$ cat src/core/sgot_pkg.sv
// constants for the trim controller: device addresses, field values, register map
// assumes an 8-bit device register port and a 32-bit classic wishbone slave
package sgot_pkg;
    // device register addresses
    localparam logic [7:0] ADDR_REC1_N   = 8'h09;
    localparam logic [7:0] ADDR_REC2_N   = 8'h0a;
    localparam logic [7:0] ADDR_REC3_N   = 8'h0b;
    localparam logic [7:0] ADDR_REC1_R   = 8'h0c;
    localparam logic [7:0] ADDR_REC2_R   = 8'h0d;
    localparam logic [7:0] ADDR_REC3_R   = 8'h0e;
    localparam logic [7:0] ADDR_OFFS_NVM = 8'h19;
    localparam logic [7:0] ADDR_COARSE   = 8'h51;
    localparam logic [7:0] ADDR_TC       = 8'h55;
    localparam logic [7:0] ADDR_OFFS_IMG = 8'h59;
    localparam logic [7:0] ADDR_FINE_HI  = 8'h5a;
    // coefficient field extremes, 6-bit two's complement
    localparam logic [5:0] TC_MIN = 6'h21;
    localparam logic [5:0] TC_MAX = 6'h1f;
    localparam int         TC_LIM = 31;
    // gain search
    localparam logic [2:0] GAIN_TOP      = 3'h7;
    localparam logic [2:0] STEP_LAST_IDX = 3'h6;
    localparam logic signed [31:0] CORR_STEP6 = -32'sh101;
    localparam logic signed [31:0] CORR_STEP7 = -32'sh156;
    // offset drift: weights in thousandths, result scaled by 8000
    localparam logic signed [15:0] W_STEP3  = 16'sh03e8;
    localparam logic signed [15:0] W_STEP4  = 16'sh05dc;
    localparam logic signed [15:0] W_STEP5  = 16'sh06d6;
    localparam logic signed [15:0] W_STEP6  = 16'sh0753;
    localparam logic signed [15:0] W_STEP7  = 16'sh0792;
    localparam logic signed [15:0] W_UNIT   = 16'sh03e8;
    localparam logic signed [15:0] OFFS_DEN = 16'sh1f40;
    localparam int                 OFFS_LIM = 15;
    // wishbone register byte offsets
    localparam logic [5:0] REG_CTRL  = 6'h00;
    localparam logic [5:0] REG_SENS  = 6'h04;
    localparam logic [5:0] REG_FIELD = 6'h08;
    localparam logic [5:0] REG_CTGT  = 6'h0c;
    localparam logic [5:0] REG_CSTEP = 6'h10;
    localparam logic [5:0] REG_STAT  = 6'h14;
endpackage : sgot_pkg

$ cat src/core/sgot_div.sv
// sequential signed divider, result rounded half away from zero
// assumes den_i nonzero; num_i and den_i sampled only at start_i
`timescale 1ns/1ps
`default_nettype none
module sgot_div #(
    parameter int NW = 32,
    parameter int DW = 16
) (
    // clock and reset
    input  wire logic                 clk_i,
    input  wire logic                 rst_i,
    // request
    input  wire logic                 start_i,
    input  wire logic signed [NW-1:0] num_i,
    input  wire logic [DW-1:0]        den_i,
    // answer
    output logic                      busy_o,
    output logic                      done_o,
    output logic signed [NW-1:0]      quo_o
);
    localparam int AW = NW + 1;
    localparam int CW = $clog2(AW + 1);
    if (DW >= NW) begin : g_bad_width
        $error("sgot_div: DW must be below NW");
    end
    logic [AW-1:0] acc_q;
    logic [DW:0]   rem_q;
    logic [DW-1:0] den_q;
    logic          neg_q;
    logic [CW-1:0] cnt_q;
    wire  [NW-1:0] mag_w   = num_i[NW-1] ? NW'(-num_i) : NW'(num_i);
    // half the divisor added up front gives the rounding for free
    wire  [AW-1:0] load_w  = {1'b0, mag_w} + AW'(den_i >> 1);
    wire  [DW:0]   rem_sh  = {rem_q[DW-1:0], acc_q[AW-1]};
    wire           ge_w    = rem_sh >= {1'b0, den_q};
    wire  [NW-1:0] res_w   = acc_q[NW-1:0];
    assign quo_o = neg_q ? $signed(-res_w) : $signed(res_w);
    always_ff @(posedge clk_i) begin
        if (rst_i) begin
            acc_q  <= '0;
            rem_q  <= '0;
            den_q  <= '0;
            neg_q  <= 1'b0;
            cnt_q  <= '0;
            busy_o <= 1'b0;
            done_o <= 1'b0;
        end else begin
            done_o <= 1'b0;
            if (start_i && !busy_o) begin
                acc_q  <= load_w;
                rem_q  <= '0;
                den_q  <= den_i;
                neg_q  <= num_i[NW-1];
                cnt_q  <= CW'(AW);
                busy_o <= 1'b1;
            end else if (busy_o) begin
                acc_q <= {acc_q[AW-2:0], ge_w};
                rem_q <= ge_w ? rem_sh - {1'b0, den_q} : rem_sh;
                cnt_q <= cnt_q - 1'b1;
                if (cnt_q == CW'(1)) begin
                    busy_o <= 1'b0;
                    done_o <= 1'b1;
                end
            end
        end
    end
endmodule : sgot_div
`default_nettype wire

$ cat src/core/sgot_offs.sv
// offset drift arithmetic: record decode, scaled numerator, saturating encoder
// assumes records already chosen for the active polarity
`timescale 1ns/1ps
`default_nettype none
module sgot_offs
    import sgot_pkg::*;
(
    // selection
    input  wire logic [2:0]         step_i,
    // shipment records, sign-magnitude, sign 1 = positive
    input  wire logic [4:0]         rec1_i,
    input  wire logic [7:0]         rec2_i,
    input  wire logic [7:0]         rec3_i,
    // numerator scaled by the divisor constant
    output logic signed [31:0]      num_o,
    // rounded quotient in, encoded trim out
    input  wire logic signed [31:0] quo_i,
    output logic [4:0]              code_o
);
    wire signed [31:0] r1 = rec1_i[4] ? 32'(rec1_i[3:0]) : -32'(rec1_i[3:0]);
    wire signed [31:0] r2 = rec2_i[7] ? 32'(rec2_i[6:0]) : -32'(rec2_i[6:0]);
    wire signed [31:0] r3 = rec3_i[7] ? 32'(rec3_i[6:0]) : -32'(rec3_i[6:0]);
    wire signed [15:0] w3 = (step_i == 3'h3) ? W_STEP3 :
                            (step_i == 3'h4) ? W_STEP4 :
                            (step_i == 3'h5) ? W_STEP5 :
                            (step_i == 3'h6) ? W_STEP6 : W_STEP7;
    wire signed [31:0] u  = 32'(W_UNIT);
    // step one uses the record as is, step two the second record over eight
    assign num_o = (step_i == 3'h1) ? 32'(r1 * 32'(OFFS_DEN)) :
                   (step_i == 3'h2) ? 32'(r2 * u) :
                   32'(r2 * u - r3 * 32'(w3));
    // clamp keeps the magnitude in four bits so the sign bit stays clean
    wire signed [31:0] lim = OFFS_LIM;
    wire signed [31:0] sat = (quo_i > lim) ? lim : (quo_i < -lim) ? -lim : quo_i;
    wire        [31:0] mag = sat[31] ? 32'(-sat) : 32'(sat);
    assign code_o = {~sat[31], mag[3:0]};
endmodule : sgot_offs
`default_nettype wire

$ cat src/core/sgot_ctrl.sv
// trimming controller: coarse gain search, drift coefficient, offset drift trim
// assumes a device register port with req/ack and an external measurement unit
// How it works
// - write coefficient -31 then 31, two samples each
// - field writes keep bit7 zero, bit0 polarity
// - sensitivity is output delta over nominal field
// - stop when both pass; give up at six
// - coefficient is target plus step correction over step
// - coefficient result rounded to nearest integer
// - trim is sign-magnitude, sign one positive
// - recompute trim after gain and polarity settle
// - polarity bit picks which record set is read
// - trim formula depends on coarse step
// - third record weights 1 to 1.938
// - trim result rounded to nearest integer
// - keep 5Ah bits 7..5 in 59h upper bits
`timescale 1ns/1ps
`default_nettype none
module sgot_ctrl
    import sgot_pkg::*;
#(
    parameter int MW = 16
) (
    // clock and reset
    input  wire logic          clk_i,
    input  wire logic          rst_i,
    // wishbone slave
    input  wire logic          wb_cyc_i,
    input  wire logic          wb_stb_i,
    input  wire logic          wb_we_i,
    input  wire logic [7:0]    wb_adr_i,
    input  wire logic [31:0]   wb_dat_i,
    input  wire logic [3:0]    wb_sel_i,
    output logic [31:0]        wb_dat_o,
    output logic               wb_ack_o,
    // device register port
    output logic               dev_req_o,
    output logic               dev_we_o,
    output logic [7:0]         dev_addr_o,
    output logic [7:0]         dev_wdata_o,
    input  wire logic [7:0]    dev_rdata_i,
    input  wire logic          dev_ack_i,
    // output pin measurement
    output logic               meas_req_o,
    output logic               meas_nominal_o,
    input  wire logic [MW-1:0] meas_data_i,
    input  wire logic          meas_ack_i
);
    if (MW < 8 || MW > 31) begin : g_bad_mw
        $error("sgot_ctrl: MW out of range");
    end
    typedef enum logic [3:0] {
        S_IDLE, S_COARSE, S_TC, S_MEAS, S_CHECK, S_CDIV, S_CWAIT, S_CWR,
        S_REC1, S_REC2, S_REC3, S_KEEP, S_ODIV, S_OWAIT, S_OWR
    } sgot_state_t;
    sgot_state_t state_q, state_d;
    logic [2:0]  idx_q, idx_d;
    logic [1:0]  k_q, k_d;
    logic        rev_q, rev_run_q, done_q, unreach_q;
    logic [15:0] sens_q, field_q, cstep_q;
    logic [15:0] ctgt_q;
    logic [5:0]  coef_q;
    logic [4:0]  offs_q, rec1_q;
    logic [7:0]  rec2_q, rec3_q;
    logic [2:0]  keep_q;
    logic [MW-1:0] samp_q [4];
    logic        we_d;
    logic [7:0]  addr_d, wdat_d;

    // wishbone decode
    wire acc_w   = wb_cyc_i && wb_stb_i && !wb_ack_o;
    wire wr_w    = acc_w && wb_we_i;
    wire [5:0] a = wb_adr_i[5:0];
    wire start_w = wr_w && a == REG_CTRL && wb_sel_i[0] && wb_dat_i[0];
    wire busy_w  = state_q != S_IDLE;
    wire [2:0] gstep = GAIN_TOP - idx_q;
    wire [31:0] stat_w = {15'h0, unreach_q, done_q, busy_w, gstep, coef_q, offs_q};
    wire [31:0] rd_w = (a == REG_CTRL)  ? {30'h0, rev_q, 1'b0} :
                       (a == REG_SENS)  ? {16'h0, sens_q} :
                       (a == REG_FIELD) ? {16'h0, field_q} :
                       (a == REG_CTGT)  ? {16'h0, ctgt_q} :
                       (a == REG_CSTEP) ? {16'h0, cstep_q} :
                       (a == REG_STAT)  ? stat_w : 32'h0;
    function automatic logic [15:0] merge16(input logic [15:0] o, input logic [31:0] d, input logic [3:0] s);
        merge16 = {s[1] ? d[15:8] : o[15:8], s[0] ? d[7:0] : o[7:0]};
    endfunction : merge16

    // sensitivity test: delta > target times field avoids a divide
    wire signed [MW:0] dm = $signed({samp_q[2][MW-1], samp_q[2]}) - $signed({samp_q[0][MW-1], samp_q[0]});
    wire signed [MW:0] dp = $signed({samp_q[3][MW-1], samp_q[3]}) - $signed({samp_q[1][MW-1], samp_q[1]});
    wire [31:0] thr   = sens_q * field_q;
    wire signed [32:0] thr_s = $signed({1'b0, thr});
    wire pass_w = (33'(dm) > thr_s) && (33'(dp) > thr_s);

    // divider shared by both computations
    wire signed [31:0] corr = (gstep == GAIN_TOP) ? CORR_STEP7 :
                              (gstep == 3'h6) ? CORR_STEP6 : 32'sh0;
    wire signed [31:0] cnum = 32'($signed(ctgt_q)) + corr;
    wire signed [31:0] onum, quo;
    wire        [4:0]  ocode;
    wire div_done;
    wire coef_ph = (state_q == S_CDIV);
    sgot_div #(.NW(32), .DW(16)) u_div (
        .clk_i   (clk_i),
        .rst_i   (rst_i),
        .start_i (state_q == S_CDIV || state_q == S_ODIV),
        .num_i   (coef_ph ? cnum : onum),
        .den_i   (coef_ph ? cstep_q : OFFS_DEN),
        .busy_o  (),
        .done_o  (div_done),
        .quo_o   (quo)
    );
    sgot_offs u_offs (
        .step_i (gstep),
        .rec1_i (rec1_q),
        .rec2_i (rec2_q),
        .rec3_i (rec3_q),
        .num_o  (onum),
        .quo_i  (quo),
        .code_o (ocode)
    );
    wire signed [31:0] tlim = TC_LIM;
    wire [5:0] coef_sat = (quo > tlim) ? TC_MAX : (quo < -tlim) ? TC_MIN : quo[5:0];

    // sequencer
    always_comb begin
        state_d = state_q;
        idx_d   = idx_q;
        k_d     = k_q;
        case (state_q)
            S_IDLE:   if (start_w) begin
                state_d = S_COARSE;
                idx_d   = 3'h0;
                k_d     = 2'h0;
            end
            S_COARSE: if (dev_ack_i) state_d = S_TC;
            S_TC:     if (dev_ack_i) state_d = S_MEAS;
            S_MEAS:   if (meas_ack_i) begin
                k_d     = k_q + 2'h1;
                state_d = (k_q == 2'h3) ? S_CHECK : S_TC;
            end
            S_CHECK:  if (pass_w) state_d = S_CDIV;
                else if (idx_q < STEP_LAST_IDX) begin
                    idx_d   = idx_q + 3'h1;
                    state_d = S_COARSE;
                end else state_d = S_IDLE;
            S_CDIV:   state_d = S_CWAIT;
            S_CWAIT:  if (div_done) state_d = S_CWR;
            S_CWR:    if (dev_ack_i) state_d = S_REC1;
            S_REC1:   if (dev_ack_i) state_d = S_REC2;
            S_REC2:   if (dev_ack_i) state_d = S_REC3;
            S_REC3:   if (dev_ack_i) state_d = S_KEEP;
            S_KEEP:   if (dev_ack_i) state_d = S_ODIV;
            S_ODIV:   state_d = S_OWAIT;
            S_OWAIT:  if (div_done) state_d = S_OWR;
            S_OWR:    if (dev_ack_i) state_d = S_IDLE;
            default:  state_d = S_IDLE;
        endcase
    end

    // device access for the state about to be entered
    always_comb begin
        we_d   = 1'b1;
        addr_d = 8'h0;
        wdat_d = 8'h0;
        case (state_d)
            S_COARSE: begin
                addr_d = ADDR_COARSE;
                wdat_d = {5'h0, GAIN_TOP - idx_d};
            end
            S_TC: begin
                addr_d = ADDR_TC;
                wdat_d = {1'b0, k_d[0] ? TC_MAX : TC_MIN, rev_run_q};
            end
            S_CWR: begin
                addr_d = ADDR_TC;
                wdat_d = {1'b0, coef_sat, rev_run_q};
            end
            S_REC1: begin
                we_d   = 1'b0;
                addr_d = rev_run_q ? ADDR_REC1_R : ADDR_REC1_N;
            end
            S_REC2: begin
                we_d   = 1'b0;
                addr_d = rev_run_q ? ADDR_REC2_R : ADDR_REC2_N;
            end
            S_REC3: begin
                we_d   = 1'b0;
                addr_d = rev_run_q ? ADDR_REC3_R : ADDR_REC3_N;
            end
            S_KEEP: begin
                we_d   = 1'b0;
                addr_d = ADDR_FINE_HI;
            end
            S_OWR: begin
                addr_d = ADDR_OFFS_IMG;
                wdat_d = {keep_q, ocode};
            end
            default: we_d = 1'b0;
        endcase
    end

    assign dev_req_o  = state_q inside {S_COARSE, S_TC, S_CWR, S_REC1, S_REC2, S_REC3, S_KEEP, S_OWR};
    assign meas_req_o = state_q == S_MEAS;

    always_ff @(posedge clk_i) begin
        if (rst_i) begin
            state_q <= S_IDLE;
            idx_q   <= 3'h0;
            k_q     <= 2'h0;
            dev_we_o    <= 1'b0;
            dev_addr_o  <= 8'h0;
            dev_wdata_o <= 8'h0;
            meas_nominal_o <= 1'b0;
        end else begin
            state_q <= state_d;
            idx_q   <= idx_d;
            k_q     <= k_d;
            dev_we_o    <= we_d;
            dev_addr_o  <= addr_d;
            dev_wdata_o <= wdat_d;
            meas_nominal_o <= k_d[1];
        end
    end

    // captured results; samples need no reset, they are rewritten each step
    always_ff @(posedge clk_i) begin
        if (state_q == S_MEAS && meas_ack_i) samp_q[k_q] <= meas_data_i;
    end
    always_ff @(posedge clk_i) begin
        if (rst_i) begin
            coef_q <= 6'h0;
            offs_q <= 5'h0;
            rec1_q <= 5'h0;
            rec2_q <= 8'h0;
            rec3_q <= 8'h0;
            keep_q <= 3'h0;
        end else begin
            if (state_q == S_CWAIT && div_done) coef_q <= coef_sat;
            if (state_q == S_OWAIT && div_done) offs_q <= ocode;
            if (state_q == S_REC1 && dev_ack_i) rec1_q <= dev_rdata_i[4:0];
            if (state_q == S_REC2 && dev_ack_i) rec2_q <= dev_rdata_i;
            if (state_q == S_REC3 && dev_ack_i) rec3_q <= dev_rdata_i;
            if (state_q == S_KEEP && dev_ack_i) keep_q <= dev_rdata_i[7:5];
        end
    end

    // software registers
    always_ff @(posedge clk_i) begin
        if (rst_i) begin
            rev_q <= 1'b0;
            rev_run_q <= 1'b0;
            sens_q <= 16'h0;
            field_q <= 16'h0;
            ctgt_q <= 16'h0;
            cstep_q <= 16'h1;
            done_q <= 1'b0;
            unreach_q <= 1'b0;
            wb_ack_o <= 1'b0;
            wb_dat_o <= 32'h0;
        end else begin
            wb_ack_o <= acc_w;
            if (acc_w) wb_dat_o <= rd_w;
            // polarity is frozen per run so a mid-run write cannot split the record set
            if (wr_w && a == REG_CTRL && wb_sel_i[0]) rev_q <= wb_dat_i[1];
            if (wr_w && a == REG_SENS)  sens_q  <= merge16(sens_q, wb_dat_i, wb_sel_i);
            if (wr_w && a == REG_FIELD) field_q <= merge16(field_q, wb_dat_i, wb_sel_i);
            if (wr_w && a == REG_CTGT)  ctgt_q  <= merge16(ctgt_q, wb_dat_i, wb_sel_i);
            if (wr_w && a == REG_CSTEP) cstep_q <= merge16(cstep_q, wb_dat_i, wb_sel_i);
            if (state_q == S_IDLE && start_w) begin
                // the start write carries the polarity itself; rev_q is still the old one here
                rev_run_q <= wb_dat_i[1];
                done_q    <= 1'b0;
                unreach_q <= 1'b0;
            end
            if (state_q == S_CHECK && !pass_w && idx_q == STEP_LAST_IDX) begin
                done_q    <= 1'b1;
                unreach_q <= 1'b1;
            end
            if (state_q == S_OWR && dev_ack_i) done_q <= 1'b1;
        end
    end
endmodule : sgot_ctrl
`default_nettype wire

$ cat config.mk
export PLATFORM = sky130hd
export DESIGN_NAME = sgot_ctrl
export DESIGN_NICKNAME = d
export VERILOG_FILES = /design/src/core/sgot_pkg.sv /design/src/core/sgot_div.sv /design/src/core/sgot_offs.sv /design/src/core/sgot_ctrl.sv
export SDC_FILE = /design/constraint.sdc
export NUM_CORES = 2
export LEC_CHECK = 0
export BUFFER_PORTS_ARGS = -buffer_cell sky130_fd_sc_hd__buf_2
export CAP_MARGIN = 20
export CORE_AREA = 4 4 282 284
export CTS_BUF_LIST = sky130_fd_sc_hd__clkbuf_2
export DETAILED_ROUTE_END_ITERATION = 8
export DIE_AREA = 0 0 286 288
export HOLD_SLACK_MARGIN = 0.12
export PLACE_DENSITY = 0.77
export SLEW_MARGIN = 20
export SYNTH_ARGS = -nofsm -noshare
export SYNTH_HDL_FRONTEND = slang
export SYNTH_SLANG_ARGS = --single-unit
export TNS_END_PERCENT = 50
$ cat constraint.sdc
create_clock -name clk_i -period 22.6 [get_ports clk_i]
set_clock_uncertainty 0.1 [all_clocks]
set_input_delay 2.26 -clock clk_i [delete_from_list [all_inputs] [get_ports clk_i]]
set_output_delay 2.26 -clock clk_i [all_outputs]
set_load 0.1 [all_outputs]
## Yosys cells after proc, flatten, opt, wreduce, memory -nomap -nowiden

Memories as Yosys holds them, arrays and structs flattened.
Cells that the tools add are included.

- Flip-flop bits (word level): 237
- Bits in latches: 0
- Memories: 1
- Bits in read-only memories: 0
- Bits in writable memories: 64
- Word-level logic and storage cells: 220
- Output and inout bits: 53

- Add/sub/neg operators: 17
- Equality and inequality tests: 37
- Shifts and indexed selects: 0
- Muxes and demuxes: 70
- $mul: 4
- Divide/modulo/power cells: 0
- Reductions and logical operators: 46
- Magnitude comparators: 8
- Bitwise operators: 2

Memories:

| memory | depth | width | rd ports | clocked after memory_dff | wr ports | RTL line | RTL |
|---|---|---|---|---|---|---|---|
| samp_q | 4 | 16 | 4 | 0 | 1 | sgot_ctrl.sv:66 | `logic [MW-1:0] samp_q [4];` |

Operator list:

| kind | count |
|---|---|
| 32-bit 2-to-1 mux | 12 |
| 17-bit 2-to-1 mux | 6 |
| 16-bit 2-to-1 mux | 5 |
| 17-bit by 33-bit > comparator with 1-bit output | 2 |
| 33-bit 2-to-1 mux | 2 |
| 32-bit negator | 2 |
| 7-bit negator with 32-bit output | 2 |
| 4-bit case mux with 15 select lines | 1 |
| 4-bit 2-to-1 mux | 13 |
| 7-bit case mux with 7 select lines | 1 |
| 4-bit equality test, second input constant | 12 |
| 16-bit by 16-bit subtractor with 17-bit output | 2 |
| 32-bit by 15-bit adder with 33-bit output | 1 |
| 16-bit by 32-bit adder with 32-bit output | 1 |
| 32-bit by 5-bit > comparator with 1-bit output, second input constant | 1 |
| 32-bit by 6-bit > comparator with 1-bit output, second input constant | 1 |
| 32-bit by 5-bit < comparator with 1-bit output, second input constant | 1 |
| 32-bit by 6-bit < comparator with 1-bit output, second input constant | 1 |
| 16-bit by 16-bit multiplier with 32-bit output | 1 |
| 32-bit by 16-bit multiplier with 32-bit output | 1 |
| 32-bit by 8-bit multiplier with 26-bit output, second input constant | 1 |
| 32-bit by 8-bit multiplier with 29-bit output, second input constant | 1 |
| 4-bit negator with 32-bit output | 1 |
| 8-bit case mux with 4 select lines | 1 |
| other kinds (41) | 112 |

## Logic depth before layout (Yosys ltp)

- Depth in word-level cells: 15
- Mapped depth: 64
- Gate-level depth less buffers: 61

## Hierarchy

Synthesis repeated with hierarchy kept, for this count alone.

- Cell total of the unflattened synthesis: 4905
- Area total of the unflattened synthesis: 41279.6 um2

Modules (own cells, without submodules):

| module | cells an instance | instances | sequential area each (um2) | area each (um2) |
|---|---|---|---|---|
| sgot_ctrl | 2434 | 1 | 4804.6 | 21284.2 |
| sgot_offs | 1617 | 1 | 0.0 | 13492.9 |
| sgot_div | 854 | 1 | 1481.4 | 6502.5 |

## Worst setup path before layout

Ideal clock, no wire load.

- Path kind: register to register
- Start: register rec2_q[0]
- End: register u_div.acc_q[28]
- Clock period less this slack: 14.038 ns
- Arrival time: 13.820 ns
- Library setup time: 0.117 ns
- Stages on the path, launching flop included: 58
- Data required time: 22.383 ns
- Slack: 8.562 ns
- Path buffers: 3
- Cell sequence: dfxtp_1 -> inv_1 -> ha_1 -> a31oi_1 -> inv_1 -> mux2_2 -> inv_1 -> ha_1 -> inv_1 -> fa_1 -> inv_1 -> fa_1 -> inv_1 -> fa_1 -> inv_1 -> ha_1 -> and2_2 -> a221oi_2 -> [... 22 more ...] -> nor2_1 -> a21oi_1 -> inv_1 -> fa_1 -> nor2b_1 -> o21ai_0 -> a21boi_0 -> o21ai_0 -> a21oi_1 -> o21ai_0 -> a21oi_1 -> o41ai_1 -> o21ai_0 -> o22ai_1 -> nor4_4 -> nand2_1 -> or3_1 -> a32o_1

- Longest elaborated chain between the ends: 11

Ends and longest elaborated chain:

| what | RTL line | RTL |
|---|---|---|
| start: declaration | sgot_ctrl.sv:64 | `logic [7:0] rec2_q, rec3_q;` |
| start signal: assignment | sgot_ctrl.sv:242 | `if (state_q == S_REC2 && dev_ack_i) rec2_q <= dev_rdata_i;` |
| 7-bit negator with 32-bit output | sgot_offs.sv:21 | `wire signed [31:0] r2 = rec2_i[7] ? 32'(rec2_i[6:0]) : -32'(rec2_i[6:0]);` |
| 32-bit 2-to-1 mux (*) | sgot_offs.sv:21 |  |
| 32-bit by 8-bit multiplier with 29-bit output (*) | sgot_offs.sv:30, sgot_offs.sv:31 |  |
| 32-bit subtractor | sgot_offs.sv:31 | `32'(r2 * u - r3 * 32'(w3));` |
| 32-bit 2-to-1 mux (*) | sgot_offs.sv:30 | `(step_i == 3'h2) ? 32'(r2 * u) :` |
| 32-bit 2-to-1 mux (*) | sgot_offs.sv:29 | `assign num_o = (step_i == 3'h1) ? 32'(r1 * 32'(OFFS_DEN)) :` |
| 32-bit 2-to-1 mux (*) | sgot_ctrl.sv:107 | `.num_i (coef_ph ? cnum : onum),` |
| 32-bit negator | sgot_div.sv:31 | `wire [NW-1:0] mag_w = num_i[NW-1] ? NW'(-num_i) : NW'(num_i);` |
| 32-bit 2-to-1 mux (*) | sgot_div.sv:31 |  |
| 32-bit by 15-bit adder with 33-bit output (*) | sgot_div.sv:33 | `wire [AW-1:0] load_w = {1'b0, mag_w} + AW'(den_i >> 1);` |
| 33-bit 2-to-1 mux (*) | sgot_div.sv:49 | `if (start_i && !busy_o) begin` |
| end signal: assignment | sgot_div.sv:50 | `acc_q <= load_w;` |
| end signal: assignment | sgot_div.sv:57 | `acc_q <= {acc_q[AW-2:0], ge_w};` |
| end: declaration | sgot_div.sv:26 | `logic [AW-1:0] acc_q;` |

Every way passes the cells marked *; elsewhere a longest branch is shown, timed or not.
A chain may end at the register's enable or synchronous reset.

## Worst setup path in the final report

- Start: register rec2_q[0]
- End: register u_div.acc_q[20]

The elaborated chain is that of the path after synthesis.

==> flow_summary.ini <==
[outcome]
outcome = finished, final reports clean

[clock_tree]
ctsHoldBuffers = 0
cts_max_level = 3
cts_root_buf = clkbuf_2
cts_tree = yes
cts.reportedPaths.clkPinSlew_ns = 0.10
clk_path_buf_depth = 3
worstSkewPairLatency_ns = 1.14
numClockSinks = 282
post_cts_buffers = 0
cts_resized = 0
numCtsBuffers = 77

[hold_path]
hp-start = keep_q[2]
hold_path_class = reg2reg
min_path_cells = 1

[worst_setup_path]
crit_path_end = u_div.acc_q[20]
start_kind = flip-flop
rr_startpoint = rec2_q[0]
r2r_cells = 55
critical_path_class = reg2reg
critPathMaxFanout = 35
rrSetupSlack_ns = 6.88
crit_path_start = rec2_q[0]
critPathArrivalTime_ns = 16.54
cp_common_cell = fa_1
crit_slowest_cell = dfxtp_1
required_ns = 23.42
r2r_end = u_div.acc_q[20]
end_kind = flip-flop
cpPeakStageDelay_ns = 0.69

[synthesis]
syn_area_per_cell_sq_um = 8.40
synth.yosys.seq_area_share = 0.147
synth_flop_cell = dfxtp_1
synth_area_leaders = fa_1 (23%), ha_1 (13%), dfxtp_1 (10%), inv_1 (6.9%), nand2_1 (4.7%)
synth_warnings = 0
ys_seq_elements = 282
yosys.area.top_type = fa_1
postSynthCellCount = 5096
synth_area_sq_um = 42800
synth_edf_count = 64
postSynth.asyncResetShare = 0
yosys.area.top_type_share = 0.233
synth.distinct_cells = 113

[floorplan]
dieWidth_microns = 286
start_util = 0.555
rows = 102
coreArea_sq_um = 77100
fp.dieH_microns = 288
dieArea_sq_um = 82400
design.portCount = 128

[job]
cap_violations = 0

[placed_design]
placed_cell_area_sq_um = 43900
dp.cells = 6049
portBuffers = 90
dpl.hpwl_mm = 96.6
preCtsSetupSlack_ns = 7.07
place_congestion = 0.996

[pwr]
p_clk_frac = 0.412
sw_frac_of_total = 0.293
power_frac_comb = 0.056
leakage_nw = 22.1
p_per_area_nw_per_um2 = 21.7
switchingPower_uw = 285
vdd_ir_drop_max_v = 0.0000260
p_int_uw = 688
p_seq_frac = 0.532
power.total_uw = 973

[grt]
gr-total-overflow = 0
grt_usage = 0.292
grt_max_degree = 72
grt_pass1_wl_mm = 192
antenna_found_initial = 11
first_global_vias = 36432

[routing]
wl_per_cell_microns = 19.4
via_count = 36418
drc = 0
wl_mm = 120
viasPerCell = 5.88
antenna_left = 0
drt_iter0_markers = 3263
detail_route.first_pass.iterations = 8

[finish]
drive_gt1_frac = 0.0680
fin_area_sq_um = 44700
layout_commonest_cell = inv_1
final-instance-count-excl-fill = 6194
final_cell_mix = inv_1 (791), nand2_1 (532), fa_1 (498)
nets = 6119
syn2layout_area_growth_pct = 4.48

[timing]
fin_crit_sh = 0.696
rsz0062_at_grt = no
setup_ws_ns = 6.88
final.min_clock_period_ns = 15.72
fmax_mhz = 63.6
hold_viol_final = 0
slew_viol_final = 0
slew_headroom = 0.294
setup-violations-final = 0
worst_pin_slew_ns = 1.06
final.setup.tns_ns = 0
-- critical path, delay by kind of cell, from the launching register on --
family | cells | cell delay, ns
xor+xnor | 4 | 1.04
flops | 1 | 0.69
compound gates | 17 | 3.99
buf+inv | 9 | 1.19
mux | 1 | 0.44
simple gates | 10 | 1.93
fa+ha+maj | 14 | 6.19
-- routing by layer --
layer,global-route usage,part of all wire,vias to the layer above
li1,-,-,16975
met1,0.371,0.40,17777
met2,0.496,0.48,1302
met3,0.0406,0.069,354
met4,0.132,0.051,10
met5,0,0.00059,-
-- sequential cells by signal (all words and copies together) (netlist names), 5 cells and up, named ones only --
| name | flops |
|---|---|
| rec1_q | 5 |
| u_div.cnt_q | 6 |
| coef_q | 6 |
| dev_addr_o | 5 |
| u_div.acc_q | 33 |
| ctgt_q | 16 |
| wb_dat_o | 17 |
| u_div.rem_q | 16 |
| sens_q | 16 |
| field_q | 16 |
| samp_q | 64 |
| rec2_q | 8 |
| dev_wdata_o | 8 |
| u_div.den_q | 16 |
| rec3_q | 8 |
| offs_q | 5 |
| cstep_q | 16 |
-- worst min path at each step --
stage / end / slack [ns]
CTS: dev_wdata_o[7] / 0.34
detailed placement: wb_dat_o[16] / 0.36
global placement: wb_dat_o[16] / 0.34
finish: dev_wdata_o[7] / 0.33
floorplan: u_div.cnt_q[5] / 0.33
global route: dev_wdata_o[7] / 0.36
-- cells in the mapped netlist (82+ instances only) --
cell type and instances:
a21o_1 97, xnor2_1 122, nor3_1 82, dfxtp_1 218
o21ai_0 224, ha_1 457, nand2_1 532, mux2i_1 113
a21oi_1 251, inv_1 791, fa_1 498, nor2_1 405
and2_1 133, clkbuf_1 176
-- metrics by stage --
| stage | util | hold WS, ns |
|---|---|---|
| final | 0.580 | 0.330 |
| after global routing | 0.580 | 0.362 |
| after CTS | 0.580 | 0.337 |
| after detailed placement | 0.570 | 0.356 |
| after global placement | 0.570 | 0.340 |
| after floorplan | - | 0.333 |
-- logic make-up after synthesis --
logic type | synth area share
and+or+nand+nor | 0.170
other | 0.0000876
buffers and inverters | 0.0912
AOI/OAI and AO/OA | 0.155
adders and majority gates | 0.367
xor gates and xnor gates | 0.0413
DFF | 0.147
muxes | 0.0288
-- layout make-up --
| cell class | instances | area, sq um |
|---|---|---|
| fill | 7045 | 32400 |
| inverter | 792 | 2970 |
| multi-input combinational | 3815 | 32700 |
| antenna | 6 | 15.0 |
| tap | 1040 | 1300 |
| sequential | 282 | 6290 |
| clock buffer | 116 | 581 |
| timing repair buffer | 121 | 687 |
| clock inverter | 22 | 175 |
-- power by group through the flow --
stage          registers, mW  clock network (mW)  logic [mW]
6_report               0.517               0.401      0.0544
5_1_grt                0.518               0.434      0.0564
4_1_cts                0.517               0.409      0.0537
3_5_place_dp           0.529                   0      0.0536
3_3_place_gp           0.529                   0      0.0532
2_1_floorplan          0.541                   0      0.0271
Note: power is estimated with default switching activity, not from simulation.
